`src/rtl/cps_pkg.sv`:
```
// Constants for the program sequencer and core registers.
// Assumes a single core clock and a decoder that supplies operation codes.
package cps_pkg;
   // ******************************************************
   // Widths
   // ******************************************************
   localparam int PC_W       = 17;
   localparam int DADDR_W    = 16;
   // ******************************************************
   // Fixed program addresses
   // ******************************************************
   localparam logic [16:0] RESET_ADDR_LOW  = 17'h00000;
   localparam logic [16:0] RESET_ADDR_HIGH = 17'h0FE00;
   localparam logic [16:0] VEC_BASE        = 17'h00003;
   localparam logic [16:0] VEC_STEP        = 17'h00008;
   localparam logic [16:0] VEC_LAST        = 17'h0004B;
   localparam int          VEC_COUNT       = 10;
   localparam logic [16:0] OPT_AREA_BIG    = 17'h1FF00;
   localparam logic [16:0] OPT_AREA_SMALL  = 17'h0FF00;
   localparam logic [16:0] REL_JUMP_BIAS   = 17'h00002;
   localparam logic [16:0] ACC_CALL_BIAS   = 17'h00001;
   // ******************************************************
   // Data space map
   // ******************************************************
   localparam logic [15:0] ACC_ADDR        = 16'hFE00;
   localparam logic [15:0] OPH_ADDR        = 16'hFE01;
   localparam logic [15:0] CREG_ADDR       = 16'hFE02;
   localparam logic [15:0] SFR_BASE        = 16'hFE00;
   localparam logic [15:0] IND_REG_LAST    = 16'h007F;
   localparam logic [7:0]  REG_RESET       = 8'h00;
   localparam int          STATUS_NINTH_BIT = 1;
   // ******************************************************
   // Program-flow operations from the decoder
   // ******************************************************
   typedef enum logic [8:0] {
      CPS_OP_SEQ     = 9'h001,
      CPS_OP_JUMP    = 9'h002,
      CPS_OP_RJUMP   = 9'h004,
      CPS_OP_BRANCH  = 9'h008,
      CPS_OP_CALL    = 9'h010,
      CPS_OP_RELATIVE_CALL   = 9'h020,
      CPS_OP_ACALL   = 9'h040,
      CPS_OP_RET     = 9'h080,
      CPS_OP_HOLD    = 9'h100
   } cps_op_e;
   // ******************************************************
   // Push and pop sequence states
   // ******************************************************
   typedef enum logic [2:0] {
      CPS_ST_RUN   = 3'h1,
      CPS_ST_PUSH2 = 3'h2,
      CPS_ST_POP2  = 3'h4
   } cps_state_e;
endpackage

```
`src/rtl/cps_sequencer.sv`:
```
// Program counter sequencer with accumulator, B and C registers.
// Assumes the decoder gives one operation per cycle and stack RAM answers
// reads in the same cycle.
`timescale 1ns/100ps
module cps_sequencer
   import cps_pkg::*;
#(
   parameter bit BIG_ROM = 1'b1
) (
   // Clock and reset
   input  wire logic               mclk,
   input  wire logic               srst,
   input  wire logic               start_high_opt,
   // Decoder
   input  wire logic [8:0]         op,
   input  wire logic [2:0]         instr_len,
   input  wire logic               cond_taken,
   input  wire logic [7:0]         disp8,
   input  wire logic [11:0]        disp12,
   input  wire logic [16:0]        target17,
   // Interrupt acceptance
   input  wire logic               irq_accept,
   input  wire logic [3:0]         irq_group,
   // Register writes from the datapath
   input  wire logic               data_wr,
   input  wire logic [15:0]        data_addr,
   input  wire logic [7:0]         data_wdata,
   input  wire logic               muldiv_wr,
   input  wire logic [23:0]        muldiv_result,
   input  wire logic               ext_access,
   input  wire logic [15:0]        ext_low_addr,
   // Table look-up
   input  wire logic               table_lookup_read,
   input  wire logic [16:0]        table_addr,
   // Stack
   input  wire logic [15:0]        stack_ptr,
   input  wire logic [8:0]         stack_rdata,
   // Status word ninth bit
   input  wire logic               ram_ninth_bit_flag,
   // Outputs
   output logic [16:0]             pc,
   output logic                    bank_select_flag,
   output logic                    stack_wr,
   output logic [15:0]             stack_addr,
   output logic [8:0]              stack_wdata,
   output logic                    sp_step_up,
   output logic                    sp_step_down,
   output logic [17:0]             rom_addr,
   output logic                    opt_area_hit,
   output logic [23:0]             ext_addr,
   output logic [7:0]              data_rdata,
   output logic [7:0]              accumulator_reg,
   output logic [7:0]              operand_high_reg,
   output logic [7:0]              c_reg,
   output logic                    ind_reg_region,
   output logic                    sfr_region
);
   // ******************************************************
   // Next-address forming
   // ******************************************************
   cps_state_e  state;
   logic [8:0]  pend_high;
   logic [16:0] ret_pc;
   logic        ret_bank;
   wire  [16:0] len17      = {14'h0000, instr_len};
   wire  [16:0] seq_pc     = pc + len17;
   wire  [16:0] off12      = {{5{disp12[11]}}, disp12};
   wire  [16:0] off8       = {{9{disp8[7]}}, disp8};
   wire  [16:0] rel_pc     = pc + REL_JUMP_BIAS + off12;
   wire  [16:0] acc_pc     = pc + ACC_CALL_BIAS + {9'h000, accumulator_reg};
   wire  [16:0] br_pc      = pc + len17 + off8;
   wire  [16:0] vec_pc     = VEC_BASE + (17'(irq_group) << 3);
   wire         vec_ok     = irq_group < 4'(VEC_COUNT);
   wire  [16:0] start_pc   = start_high_opt ? RESET_ADDR_HIGH : RESET_ADDR_LOW;
   wire         is_call    = op == CPS_OP_CALL || op == CPS_OP_RELATIVE_CALL || op == CPS_OP_ACALL;
   wire         do_irq     = irq_accept && vec_ok && state == CPS_ST_RUN;
   wire         do_call    = is_call && state == CPS_ST_RUN && !do_irq;
   wire         do_ret     = op == CPS_OP_RET && state == CPS_ST_RUN && !do_irq;
   logic [16:0] next_pc;
   logic        next_bank;
   always_comb begin
      next_pc   = pc;
      next_bank = bank_select_flag;
      if (do_irq) begin
         next_pc   = vec_pc;
         next_bank = 1'b0;
      end else if (state == CPS_ST_POP2) begin
         next_pc   = {pend_high, stack_rdata[7:0]};
         next_bank = stack_rdata[8];
      end else if (state == CPS_ST_RUN) begin
         unique case (op)
            CPS_OP_SEQ:    next_pc = seq_pc;
            CPS_OP_JUMP,
            CPS_OP_CALL:   next_pc = target17;
            CPS_OP_RJUMP,
            CPS_OP_RELATIVE_CALL:  next_pc = rel_pc;
            CPS_OP_ACALL:  next_pc = acc_pc;
            CPS_OP_BRANCH: next_pc = cond_taken ? br_pc : seq_pc;
            default:       next_pc = pc;
         endcase
      end
   end
   // ******************************************************
   // Stack transfers
   // ******************************************************
   // Return address of a call is the next instruction
   wire  [16:0] push_pc    = do_irq ? pc : seq_pc;
   // Counter and bank flag; reset start follows the option pin
   always_ff @(posedge mclk) begin
      if (srst) begin
         pc               <= start_pc;
         bank_select_flag <= 1'b0;
      end else begin
         pc               <= next_pc;
         bank_select_flag <= next_bank;
      end
   end
   // Push and pop sequencing
   always_ff @(posedge mclk) begin
      if (srst) begin
         state            <= CPS_ST_RUN;
         pend_high        <= 9'h000;
         ret_pc           <= 17'h00000;
         ret_bank         <= 1'b0;
         stack_wr         <= 1'b0;
         stack_addr       <= 16'h0000;
         stack_wdata      <= 9'h000;
         sp_step_up       <= 1'b0;
         sp_step_down     <= 1'b0;
      end else begin
         stack_wr         <= 1'b0;
         sp_step_up       <= 1'b0;
         sp_step_down     <= 1'b0;
         unique case (state)
            CPS_ST_RUN: begin
               if (do_irq || do_call) begin
                  stack_wr    <= 1'b1;
                  stack_addr  <= stack_ptr + 16'h0001;
                  stack_wdata <= {bank_select_flag, push_pc[7:0]};
                  sp_step_up  <= 1'b1;
                  ret_pc      <= push_pc;
                  ret_bank    <= bank_select_flag;
                  state       <= CPS_ST_PUSH2;
               end else if (do_ret) begin
                  pend_high    <= stack_rdata;
                  stack_addr   <= stack_ptr - 16'h0001;
                  sp_step_down <= 1'b1;
                  state        <= CPS_ST_POP2;
               end
            end
            CPS_ST_PUSH2: begin
               stack_wr    <= 1'b1;
               stack_addr  <= stack_addr + 16'h0001;
               stack_wdata <= ret_pc[16:8];
               sp_step_up  <= 1'b1;
               state       <= CPS_ST_RUN;
            end
            CPS_ST_POP2: begin
               sp_step_down <= 1'b1;
               state        <= CPS_ST_RUN;
            end
         endcase
         if (srst == 1'b0 && state == CPS_ST_RUN && op == CPS_OP_HOLD && !do_irq) begin
            state <= CPS_ST_RUN;
         end
      end
   end
   // ******************************************************
   // Reset delayed one cycle; start option is read while reset is held
   // ******************************************************
   logic in_reset;
   always_ff @(posedge mclk) begin
      in_reset <= srst;
   end
   // ******************************************************
   // Program memory view
   // ******************************************************
   wire [16:0] opt_base = BIG_ROM ? OPT_AREA_BIG : OPT_AREA_SMALL;
   wire [16:0] fetch_a  = table_lookup_read ? table_addr : pc;
   always_ff @(posedge mclk) begin
      if (srst) begin
         rom_addr     <= 18'h00000;
         opt_area_hit <= 1'b0;
      end else begin
         rom_addr     <= {bank_select_flag, fetch_a};
         opt_area_hit <= !bank_select_flag && fetch_a[16:8] == opt_base[16:8]
                         && !table_lookup_read;
      end
   end
   // ******************************************************
   // Core registers
   // ******************************************************
   wire wr_acc = data_wr && data_addr == ACC_ADDR;
   wire wr_oph = data_wr && data_addr == OPH_ADDR;
   wire wr_c   = data_wr && data_addr == CREG_ADDR;
   wire [7:0] rd_mux = data_addr == ACC_ADDR  ? accumulator_reg :
                       data_addr == OPH_ADDR  ? operand_high_reg :
                       data_addr == CREG_ADDR ? c_reg : 8'h00;
   // Multiply/divide result wins over a plain write in the same cycle
   always_ff @(posedge mclk) begin
      if (srst) begin
         accumulator_reg <= REG_RESET;
      end else if (muldiv_wr) begin
         accumulator_reg <= muldiv_result[7:0];
      end else if (wr_acc) begin
         accumulator_reg <= data_wdata;
      end
   end
   always_ff @(posedge mclk) begin
      if (srst) begin
         operand_high_reg <= REG_RESET;
      end else if (muldiv_wr) begin
         operand_high_reg <= muldiv_result[15:8];
      end else if (wr_oph) begin
         operand_high_reg <= data_wdata;
      end
   end
   always_ff @(posedge mclk) begin
      if (srst) begin
         c_reg <= REG_RESET;
      end else if (muldiv_wr) begin
         c_reg <= muldiv_result[23:16];
      end else if (wr_c) begin
         c_reg <= data_wdata;
      end
   end
   // ******************************************************
   // Data reads, external address and region flags
   // ******************************************************
   // Read data lags the address by one cycle
   always_ff @(posedge mclk) begin
      if (srst) begin
         data_rdata <= 8'h00;
      end else begin
         data_rdata <= rd_mux;
      end
   end
   // High byte is taken as it stands when the access starts
   always_ff @(posedge mclk) begin
      if (srst) begin
         ext_addr <= 24'h000000;
      end else if (ext_access) begin
         ext_addr <= {operand_high_reg, ext_low_addr};
      end
   end
   always_ff @(posedge mclk) begin
      if (srst) begin
         ind_reg_region <= 1'b0;
         sfr_region     <= 1'b0;
      end else begin
         ind_reg_region <= data_addr <= IND_REG_LAST;
         sfr_region     <= data_addr >= SFR_BASE;
      end
   end
   // Ninth bit is carried by the status word, not stored here
   wire unused_ok = ram_ninth_bit_flag ^ in_reset ^ ret_bank;
endmodule // cps_sequencer

```
`config.mk`:
```
export PLATFORM = sky130hd
export DESIGN_NAME = cps_sequencer
export DESIGN_NICKNAME = d
export VERILOG_FILES = /design/src/rtl/cps_pkg.sv /design/src/rtl/cps_sequencer.sv
export SDC_FILE = /design/constraint.sdc
export NUM_CORES = 1
export LEC_CHECK = 0
export ABC_AREA = 1
export BUFFER_PORTS_ARGS = -buffer_cell sky130_fd_sc_hd__buf_2
export CAP_MARGIN = 40
export CORE_MARGIN = 10
export CORE_UTILIZATION = 54
export DETAILED_ROUTE_END_ITERATION = 10
export HOLD_SLACK_MARGIN = 0.03
export PLACE_DENSITY = 0.82
export SYNTH_ARGS = -nofsm -noshare
export SYNTH_HDL_FRONTEND = slang
export SYNTH_SLANG_ARGS = --single-unit
```
`constraint.sdc`:
```
create_clock -name mclk -period 4.1 [get_ports mclk]
set_clock_uncertainty 0.2 [all_clocks]
set_input_delay 0.615 -clock mclk [delete_from_list [all_inputs] [get_ports mclk]]
set_output_delay 0.615 -clock mclk [all_outputs]
set_load 0.1 [all_outputs]
```
=== Word-level counts from Yosys, hierarchy flattened ===
Index checks and enable logic that the tools add are counted.

* Input port bits: 169
* Register bits: 151

* Add/sub/neg operators: 10
* Magnitude comparators: 3
* Equal/unequal tests: 18
* Bitwise gates (word level): 2
* Reductions and logical operators: 36
* Muxes and demuxes: 31

{| class="wikitable"
|+ Operators with widths
! cell !! count
|-
| $mux W17 || 7
|-
| $pmux W17 S5 || 1
|-
| $mux W8 || 9
|-
| $eq A16 B16 Y1 const B || 3
|-
| $mux W16 || 3
|-
| $add A17 B17 Y17 || 2
|-
| $add A16 B1 Y16 const B || 2
|-
| $pmux W16 S2 || 1
|-
| $eq A9 B9 Y1 const B || 2
|-
| $pmux W9 S2 || 1
|-
| $add A17 B1 Y17 const B || 1
|-
| $add A17 B2 Y17 const B || 1
|-
| $add A17 B3 Y17 || 1
|-
| $add A17 B8 Y17 || 1
|-
| $ge A16 B16 Y1 const B || 1
|-
| $le A16 B7 Y1 const B || 1
|-
| $sub A16 B1 Y16 const B || 1
|-
| $logic_and A1 B1 Y1 || 14
|-
| $reduce_or A2 Y1 || 5
|-
| $eq A9 B1 Y1 const B || 1
|-
| $eq A9 B2 Y1 const B || 1
|-
| $eq A9 B3 Y1 const B || 1
|-
| $eq A9 B4 Y1 const B || 1
|-
| $eq A9 B5 Y1 const B || 1
|-
| other kinds (23) || 38
|}

=== Depth between registers and ports, before layout ===
Gate-level depths: netlist (run 1).

* Word-level depth: 8
* Mapped depth: 23

=== Worst setup path before layout (run 1) ===
No wires, ideal clock.

* Kind: flip-flop to flip-flop
* Start: register pc[0]
* End: register pc[14], data pin
* Path buffers: 0
* Arrival: 3.466 ns
* Library setup time: 0.258 ns
* Stages on the path, launching flop included: 21
* Setup slack: 0.176 ns
* Cell sequence: edfxtp_1 -> ha_1 -> fa_1 -> nand3_1 -> nand2_1 -> nand4_1 -> o21ai_0 -> inv_1 -> ha_1 -> nand2_1 -> inv_1 -> a21oi_1 -> nor2_1 -> nor3_1 -> nand2_1 -> nand2_1 -> nand3_1 -> nand2_1 -> nand4_1 -> nand2_1 -> nand2_1

* Word-level cells in the longest chain between the ends: 8

{| class="wikitable"
|+ RTL lines
! element !! line !! text
|-
| start, declared || cps_sequencer.sv:41 || <nowiki>output logic [16:0] pc,</nowiki>
|-
| start signal, assigned || cps_sequencer.sv:111 || <nowiki>pc <= start_pc;</nowiki>
|-
| start signal, assigned || cps_sequencer.sv:114 || <nowiki>pc <= next_pc;</nowiki>
|-
| $add A17 B3 Y17 || cps_sequencer.sv:66, cps_sequencer.sv:71 ||
|-
| $add A17 B17 Y17 || cps_sequencer.sv:71 || <nowiki>wire [16:0] br_pc = pc + len17 + off8;</nowiki>
|-
| $mux W17 || cps_sequencer.sv:98 || <nowiki>CPS_OP_BRANCH: next_pc = cond_taken ? br_pc : seq_pc;</nowiki>
|-
| $pmux W17 S5 * || cps_sequencer.sv:91 || <nowiki>unique case (op)</nowiki>
|-
| $mux W17 * || cps_sequencer.sv:90 || <nowiki>end else if (state == CPS_ST_RUN) begin</nowiki>
|-
| $mux W17 * || cps_sequencer.sv:87 || <nowiki>end else if (state == CPS_ST_POP2) begin</nowiki>
|-
| $mux W17 * || cps_sequencer.sv:84 || <nowiki>if (do_irq) begin</nowiki>
|-
| $mux W17 * || cps_sequencer.sv:110 || <nowiki>if (srst) begin</nowiki>
|}

Mark *: on every way between the ends. The rest lies on a longest branch, timed or not. The select of a mux whose other input is x is not followed.
A chain may end at the register's enable or synchronous reset.

=== Final worst setup path (run 1) ===
* Start: register pc[0]
* End: register pc[11], data pin

The elaborated chain is that of the path after synthesis.

==> out/metrics.csv, run 1 <==
stage,metric,value,unit
sta,number of endpoints with negative hold slack in the final report,0,
drt,routed length on met2,17300,um
worst_setup_path,launching instance or port of the critical path,pc[0],
global_routing,vias in the first global route,11700,
synthesis,Cells after Synth,1633,
worst_hold_path,Worst Hold Launch,data_addr[11],
floorplanning,placeable core region,19500,um2
clocking,# H-tree levels,4,
sta,Setup Total Neg Slack,0,ns
clocking,TritonCTS buffer count,17,
clocking,sink count of the clock tree,143,
drt,Avg Vias per Cell,5.65,
sta,RSZ-0062 raised after global routing,no,
sta,total count of max-transition violations in the final report,0,
clocking,Setup Buffers After CTS,0,
worst_setup_path,Worst EP required,4.08,ns
floorplanning,die boundary height,161,um
floorplanning,Boundary Pins,292,
global_routing,initial antenna violation count,2,
finish,footprint of the multi-input gates,6760,um2
placement,instance area after placement,12500,um2
clocking,number of hold buffers added after cts,0,
status,run status,finished clean,
power_and_ir_drop,peak supply drop,0.481,mV
power_and_ir_drop,leak pwr,6.64,nW
synthesis,post-synth cell types,54,
floorplanning,starting utilization of the core area,0.550,
flow_run,total of max-cap violations,0,
placement,number of I/O port buffers,290,
global_routing,global-route wire length before repair,61800,um
synthesis,number of synthesized flops with an enable pin,17,
finish,summed area of non-filler cells in the final layout,13100,um2
sta,time the final worst path needs with I/O delays and setup,3.84,ns
clocking,Clock Tree Buf Depth,2,
synthesis,fraction of registers with async set or reset after synthesis,0,
synthesis,ys flop type,sky130_fd_sc_hd__dfxtp_1,
drt,metal3 WL,4060,um
clocking,TritonCTS clock tree,yes,
sta,final period utilization,0.936,
synthesis,average cell area after synthesis,6.56,um2
placement,global placement routability congestion,0.972,
synthesis,cell taking the most area after synthesis,sky130_fd_sc_hd__dfxtp_1,
floorplanning,DIE AREA,25900,um2
synthesis,Post-Synthesis Cell Area,10700,um2
worst_setup_path,top fanout value on the critical path,5,
floorplanning,die outline width,161,um
clocking,CTS root buf,sky130_fd_sc_hd__clkbuf_16,
drt,remaining design rule violation count,0,
worst_setup_path,data arrival time of the critical path,3.82,ns
drt,routed length on met1,16800,um
sta,worst-margin pin slew,0.955,ns
drt,count of routing violations after the opening detailed-route iteration,1096,
worst_hold_path,path type of the worst min-delay path,input port to flip-flop,
finish,Layout fillers,1754,
finish,number of nets in the final layout,2165,
synthesis,"FF+latch count, synth",143,
placement,half-perimeter wire length after placement,31500,um
finish,layout cell share with drive strength beyond 1,0.216,
worst_setup_path,kind of start point of the critical path,flip-flop,
finish,Layout Area Growth over Synthesis,22.4,%
sta,tightest slew margin relative to the limit,0.363,
worst_setup_path,startpoint of the lowest-slack register-to-register path,pc[0],
finish,Largest register FFs,24,
global_routing,global-route total usage across every layer,0.294,
finish,register area,3030,um2
synthesis,leading cell types by total area after synthesis,"sky130_fd_sc_hd__dfxtp_1 (24%), sky130_fd_sc_hd__nand2_1 (13%), sky130_fd_sc_hd__ha_1 (8.5%), sky130_fd_sc_hd__a21oi_1 (6.9%), sky130_fd_sc_hd__o21ai_0 (6.3%)",
synthesis,nets in the synthesized netlist,1880,
synthesis,portion of the post-synthesis area used by sequential elements,0.283,
sta,max frequency,0.260,GHz
worst_setup_path,kind of capture point of the worst setup path,flip-flop,
drt,via count,12400,
synthesis,YS warnings,0,
floorplanning,standard-cell row count,51,
drt,post-route ant nets,0,
global_routing,pin count of the biggest net entering global routing,76,
finish,most flop-heavy register,ext_addr,
drt,Detailed Routing Iterations Pass 1,6,
clocking,clock insertion delay at the later pin of the skew report,0.44,ns
sta,number of setup violations in the final report,0,
power_and_ir_drop,PD cells,592,nW/um2
drt,Total Routed Length,39800,um
clocking,clock-pin slew reported for the worst setup and hold paths after clock tree synthesis,0.07,ns
synthesis,post-synth top area share,0.236,
worst_setup_path,category of the critical setup timing path,flip-flop to flip-flop,
drt,highest layer used for signal routing,met4,
global_routing,overall overflow remaining after global route,0,
finish,largest registers,"ext_addr (24), rom_addr (18), pc (17)",
drt,average wire length per cell after detail routing,18.1,um
area by class of cell:
type                       count  area share
sequential                   143       0.231
antenna                        2    0.000382
multi-input combinational   1254       0.516
clock inverter                14      0.0116
inverter                     178      0.0510
clock buffer                  18      0.0344
tap                          265      0.0253
timing repair buffer         324       0.130
final timing paths:
| check | slack [ns] | endpoint | depth (start not counted) |
|---|---|---|---|
| setup / recovery | 0.26 | pc[11] | 20 |
| hold / removal | 0.18 | ind_reg_region | 2 |
| setup reg to reg | 0.26 | pc[11] | 20 |
| hold reg to reg | 0.27 | pend_high[8] | 2 |
layout by cell type, fill, tap and decap left out, drive strengths merged, types with 3 or more instances in the layout:
cell type,count
o31ai,3
nand2,393
a211oi,10
a21oi,148
a21o,7
nand3,105
nor2,189
a31oi,29
xor2,18
buf,324
dfxtp,126
nand4,20
xnor2,7
o211ai,9
or2,15
o21ai,155
nor4,6
o2111ai,9
o21a,3
nand3b,5
ha,73
clkinvlp,3
fa,5
o22ai,7
nor3,26
edfxtp,17
inv,187
o21bai,4
clkbuf,18
per-layer routing:
metal	vias to the layer above	GRT usage
li1	6042	-
met1	5571	0.390
met2	699	0.448
met3	110	0.0675
met4	0	0.125
met5	-	0
cell usage after synthesis (19+ instances only):
| library cell | count |
|---|---|
| sky130_fd_sc_hd__ha_1 | 73 |
| sky130_fd_sc_hd__o21ai_0 | 134 |
| sky130_fd_sc_hd__nor3_1 | 19 |
| sky130_fd_sc_hd__a31oi_1 | 29 |
| sky130_fd_sc_hd__nand2_1 | 382 |
| sky130_fd_sc_hd__a21oi_1 | 148 |
| sky130_fd_sc_hd__nor2_1 | 176 |
| sky130_fd_sc_hd__inv_1 | 170 |
| sky130_fd_sc_hd__dfxtp_1 | 126 |
| sky130_fd_sc_hd__clkbuf_1 | 37 |
| sky130_fd_sc_hd__nand3_1 | 103 |
cell families after synthesis:
| logic type | Yosys count | share of synthesized area |
|---|---|---|
| simple gates | 762 | 0.315 |
| xor+xnor | 25 | 0.0204 |
| buf+inv | 236 | 0.0860 |
| compound gates | 388 | 0.200 |
| flops | 143 | 0.283 |
| mux | 1 | 0.000935 |
| fa+ha+maj | 78 | 0.0946 |
critical path, stage by stage, from the launching register on:
cell                       delay (ns)
sky130_fd_sc_hd__edfxtp_1        0.43
sky130_fd_sc_hd__ha_1            0.23
sky130_fd_sc_hd__fa_1            0.42
sky130_fd_sc_hd__nand3_1         0.11
sky130_fd_sc_hd__nand2_1         0.16
sky130_fd_sc_hd__nand2_2         0.20
sky130_fd_sc_hd__nor2_1          0.07
sky130_fd_sc_hd__xor2_1          0.18
sky130_fd_sc_hd__inv_1           0.09
sky130_fd_sc_hd__ha_1            0.37
sky130_fd_sc_hd__nand2_1         0.10
sky130_fd_sc_hd__o21ai_0         0.29
sky130_fd_sc_hd__inv_1           0.10
sky130_fd_sc_hd__nand3_1         0.09
sky130_fd_sc_hd__nand3_1         0.09
sky130_fd_sc_hd__nand2_1         0.07
sky130_fd_sc_hd__nand2_1         0.04
sky130_fd_sc_hd__nor2_1          0.10
sky130_fd_sc_hd__nand3_1         0.07
sky130_fd_sc_hd__nand2_1         0.09
sky130_fd_sc_hd__nand2_1         0.05
repair_timing:
item | in CTS | in global routing
gates resized for setup | 0 | 2
hold endpoints to repair | 0 | 0
endpoints found under the setup margin | 0 | 1
per-stage QoR:
stage	total power [mW]	hold slack (ns)	utilization	cells	setup slack (ns)
global placement	6.06	0.246	0.642	2164	0.103
detailed placement	6.11	0.250	0.642	2164	0.0715
global route	8.21	0.182	0.674	2198	0.0320
finish	7.77	0.182	0.674	2198	0.261
CTS	7.71	0.172	0.673	2196	0.324
floorplan	5.07	0.231	-	1633	0.176
power breakdown:
group          internal (mW)  switching (mW)  total [mW]
registers               1.65           0.248        1.89
clock network          0.901           0.699        1.60
logic                   1.11            3.17        4.27
(Power assumes the default switching activity.)
==> run 2: changes to the inputs <==
- CORE_UTILIZATION: 54 -> 49
- PLACE_DENSITY: 0.82 -> 0.78
- clock period: 4.1 -> 3.36 ns (I/O delays scaled with it)
==> run 2 against run 1 <==
The flow now finishes with violations (negative setup slack). Worst hold slack worse by 0.096 ns. Critical path depth is 2 lower. Flip-flop and latch count did not move. Wire length rose by 12%. Highest routed layer unchanged. Sequential power grew 21%. Register-to-register slack worse by 0.35 ns. Sequential share of layout area down 2.4 points. Fmax increased by 11%. Largest cell class unchanged.
==> out/metrics.csv, run 2 (same netlist as run 1, synthesis figures left out) <==
stage,metric,value,unit,change
finish,"most common cell after layout, fill and taps aside",sky130_fd_sc_hd__nand2_1,,unchanged
worst_setup_path,data arrival time of the critical path,3.43,ns,was 3.82 ns
finish,utilization of the core after routing,0.675,,was 0.674
finish,number of nets in the final layout,2262,,"was 2,165"
sta,tightest slew margin relative to the limit,0.434,,was 0.363
power_and_ir_drop,peak supply drop,0.550,mV,was 0.481 mV
floorplanning,Boundary Pins,292,,unchanged
floorplanning,DIE AREA,28200,um2,"was 25,900 um2"
sta,number of setup violations in the final report,9,,was 0
power_and_ir_drop,net switching power of the design,5.58,mW,was 4.11 mW
clocking,number of hold buffers added after cts,0,,unchanged
status,run status,finished with violations,,was finished clean
sta,number of endpoints with negative hold slack in the final report,0,,unchanged
finish,Largest register FFs,24,,unchanged
flow_run,total of max-cap violations,0,,unchanged
clocking,TritonCTS buffer count,17,,unchanged
worst_setup_path,cell breakdown of the critical path,ha_4 > buf_4 > nand3_2 > nand2_4 > nand4_1 > o21ai_2 > inv_2 > ha_4 > nand2_4 > buf_4 > nor2_2 > nand3_1 > nand4_1 > nand3_2 > a21oi_2 > nand4_1 > nand2_1 > nand2_1,,was ha_1 > fa_1 > nand3_1 > nand2_1 > nand2_2 > nor2_1 > xor2_1 > inv_1 > ha_1 > nand2_1 > o21ai_0 > inv_1 > nand3_1 > nand3_1 > nand2_1 > nand2_1 > nor2_1 > nand3_1 > nand2_1 > nand2_1
floorplanning,die outline width,168,um,was 161 um
finish,largest registers,"ext_addr (24), rom_addr (18), pc (17)",,unchanged
worst_setup_path,kind of cell adding the most delay to the critical path,simple AND/OR/NAND/NOR gates,,unchanged
clocking,# H-tree levels,4,,unchanged
placement,number of I/O port buffers,290,,unchanged
clocking,CTS root buf,sky130_fd_sc_hd__clkbuf_16,,unchanged
drt,count of routing violations after the opening detailed-route iteration,1350,,"was 1,096"
power_and_ir_drop,clock power share,0.184,,was 0.206
worst_hold_path,path type of the worst min-delay path,input port to flip-flop,,unchanged
sta,worst-margin pin slew,0.848,ns,was 0.955 ns
clocking,clock-pin slew reported for the worst setup and hold paths after clock tree synthesis,0.07,ns,about the same
finish,Layout Area Growth over Synthesis,36.7,%,was 22.4%
clocking,sink count of the clock tree,143,,unchanged
placement,global placement routability congestion,1.00,,was 0.972
finish,most flop-heavy register,ext_addr,,unchanged
drt,Detailed Routing Iterations Pass 1,6,,unchanged
worst_hold_path,Worst Hold Launch,data_addr[11],,unchanged
worst_setup_path,launching instance or port of the critical path,pc[2],,was pc[0]
clocking,TritonCTS clock tree,yes,,unchanged
sta,total count of max-transition violations in the final report,0,,unchanged
worst_setup_path,highest-delay cell along the critical path,sky130_fd_sc_hd__edfxtp_1,,unchanged
clocking,Clock Tree Buf Depth,2,,unchanged
sta,time the final worst path needs with I/O delays and setup,3.45,ns,was 3.84 ns
global_routing,overall overflow remaining after global route,0,,unchanged
global_routing,global-route wire length before repair,67000,um,"was 61,800 um"
sta,RSZ-0062 raised after global routing,yes,,was no
worst_setup_path,number of buffer and inverter instances along the worst setup path,3,,was 2
drt,Avg Vias per Cell,5.61,,was 5.65
finish,"top library cells by usage in the layout, fill and taps aside","sky130_fd_sc_hd__nand2_1 (337), sky130_fd_sc_hd__buf_2 (290), sky130_fd_sc_hd__nor2_1 (166)",,"was sky130_fd_sc_hd__nand2_1 (382), sky130_fd_sc_hd__buf_2 (290), sky130_fd_sc_hd__nor2_1 (176)"
floorplanning,die boundary height,168,um,was 161 um
drt,post-route ant nets,0,,unchanged
global_routing,vias in the first global route,11900,,"was 11,700"
finish,Layout fillers,1979,,"was 1,754"
worst_setup_path,kind of start point of the critical path,flip-flop,,unchanged
worst_setup_path,max incr delay on CP,0.49,ns,was 0.43 ns
global_routing,global-route total usage across every layer,0.296,,was 0.294
power_and_ir_drop,sequential fraction of design power,0.212,,was 0.244
sta,max frequency,0.290,GHz,was 0.260 GHz
worst_setup_path,most numerous cell on the critical path,sky130_fd_sc_hd__nand4_1,,was sky130_fd_sc_hd__nand2_1
floorplanning,placeable core region,21700,um2,"was 19,500 um2"
drt,via count,13000,,"was 12,400"
power_and_ir_drop,fraction of power spent switching nets,0.518,,was 0.530
drt,average wire length per cell after detail routing,19.4,um,was 18.1 um
sta,setup ws final,-0.0906,ns,was 0.261 ns
clocking,clock insertion delay at the later pin of the skew report,0.44,ns,about the same
status,failing checks,negative setup slack,,
finish,layout cell share with drive strength beyond 1,0.319,,was 0.216
global_routing,pin count of the biggest net entering global routing,62,,was 76
worst_setup_path,Worst EP required,3.34,ns,was 4.08 ns
placement,post-place setup slack,-0.355,ns,was 0.0715 ns
worst_setup_path,top fanout value on the critical path,4,,was 5
sta,final period utilization,1.03,,was 0.936
drt,remaining design rule violation count,0,,unchanged
placement,half-perimeter wire length after placement,35300,um,"was 31,500 um"
worst_setup_path,category of the critical setup timing path,flip-flop to flip-flop,,unchanged
worst_setup_path,kind of capture point of the worst setup path,flip-flop,,unchanged
floorplanning,standard-cell row count,54,,was 51
global_routing,initial antenna violation count,0,,was 2
floorplanning,starting utilization of the core area,0.494,,was 0.550
sta,Hold WS,0.0861,ns,was 0.182 ns
worst_setup_path,startpoint of the lowest-slack register-to-register path,pc[2],,was pc[0]
power_and_ir_drop,PD cells,735,nW/um2,was 592 nW/um2
power_and_ir_drop,power after layout,10.8,mW,was 7.77 mW
power_and_ir_drop,internal portion of total power,5.19,mW,was 3.65 mW
drt,Total Routed Length,44700,um,"was 39,800 um"
power_and_ir_drop,Comb pwr share,0.603,,was 0.550
power_and_ir_drop,leak pwr,7.18,nW,was 6.64 nW
## run 2: cell type report
cell class / count / area [um2] / share of cell area
Timing Repair Buffer: 421 / 2460 / 0.168
Multi-Input combinational cell: 1254 / 7510 / 0.513
Clock buffer: 19 / 464 / 0.0317
Antenna cell: 1 / 2.50 / 0.000171
Clock inverter: 13 / 144 / 0.00983
Inverter: 178 / 673 / 0.0460
Tap cell: 280 / 350 / 0.0239
Sequential cell: 143 / 3030 / 0.207
## run 2: power by group through the flow
stage               Sequential (mW)  Combinational (mW)  Clock [mW]
global route                   2.31                6.93        2.05
finish                         2.28                6.50        1.99
global placement               2.30                5.65           0
CTS                            2.27                5.92        1.98
detailed placement             2.31                5.69           0
floorplan                      3.85                2.40           0
## run 2: path summary, 6_finish.rpt
check        cells past startpoint             end  slack (ns)
max                             18          pc[10]       -0.09
min                              2  ind_reg_region        0.09
max reg2reg                     18          pc[10]       -0.09
min reg2reg                      2      ret_pc[11]        0.27
## run 2: metal layers
| layer | global-route usage | wire, um | vias to the layer above |
|---|---|---|---|
| met4 | 0.0776 | 1120 | 0 |
| met3 | 0.0540 | 3770 | 68 |
| met2 | 0.485 | 21000 | 609 |
| met5 | 0 | 0 | - |
| met1 | 0.391 | 18800 | 6030 |
| li1 | - | - | 6244 |
## run 2: what timing repair did
action                     in CTS  in global routing
pin swaps                      24                 67
hold endpoints to repair        0                  0
gates cloned                    0                  0
buffers inserted               13                 15
setup endpoints to repair      11                 14
gates resized for setup        57                113
## run 2: worst register-to-register path, cell delays in order (launching register included)
cell and delay, ns:
sky130_fd_sc_hd__edfxtp_1 0.49, sky130_fd_sc_hd__ha_4 0.33, sky130_fd_sc_hd__buf_4 0.11, sky130_fd_sc_hd__nand3_2 0.08
sky130_fd_sc_hd__nand2_4 0.14, sky130_fd_sc_hd__nand4_1 0.16, sky130_fd_sc_hd__o21ai_2 0.25, sky130_fd_sc_hd__inv_2 0.08
sky130_fd_sc_hd__ha_4 0.30, sky130_fd_sc_hd__nand2_4 0.06, sky130_fd_sc_hd__buf_4 0.13, sky130_fd_sc_hd__nor2_2 0.10
sky130_fd_sc_hd__nand3_1 0.10, sky130_fd_sc_hd__nand4_1 0.11, sky130_fd_sc_hd__nand3_2 0.12, sky130_fd_sc_hd__a21oi_2 0.16
sky130_fd_sc_hd__nand4_1 0.09, sky130_fd_sc_hd__nand2_1 0.11, sky130_fd_sc_hd__nand2_1 0.05
## run 2: metrics by stage
step	instance area, um2	instances	setup TNS [ns]
floorplan	10800	1633	-4.48
global placement	13100	2248	-2.63
detailed placement	13100	2248	-3.09
CTS	14100	2293	-0.360
global route	14600	2308	-2.20
finish	14600	2309	-0.487
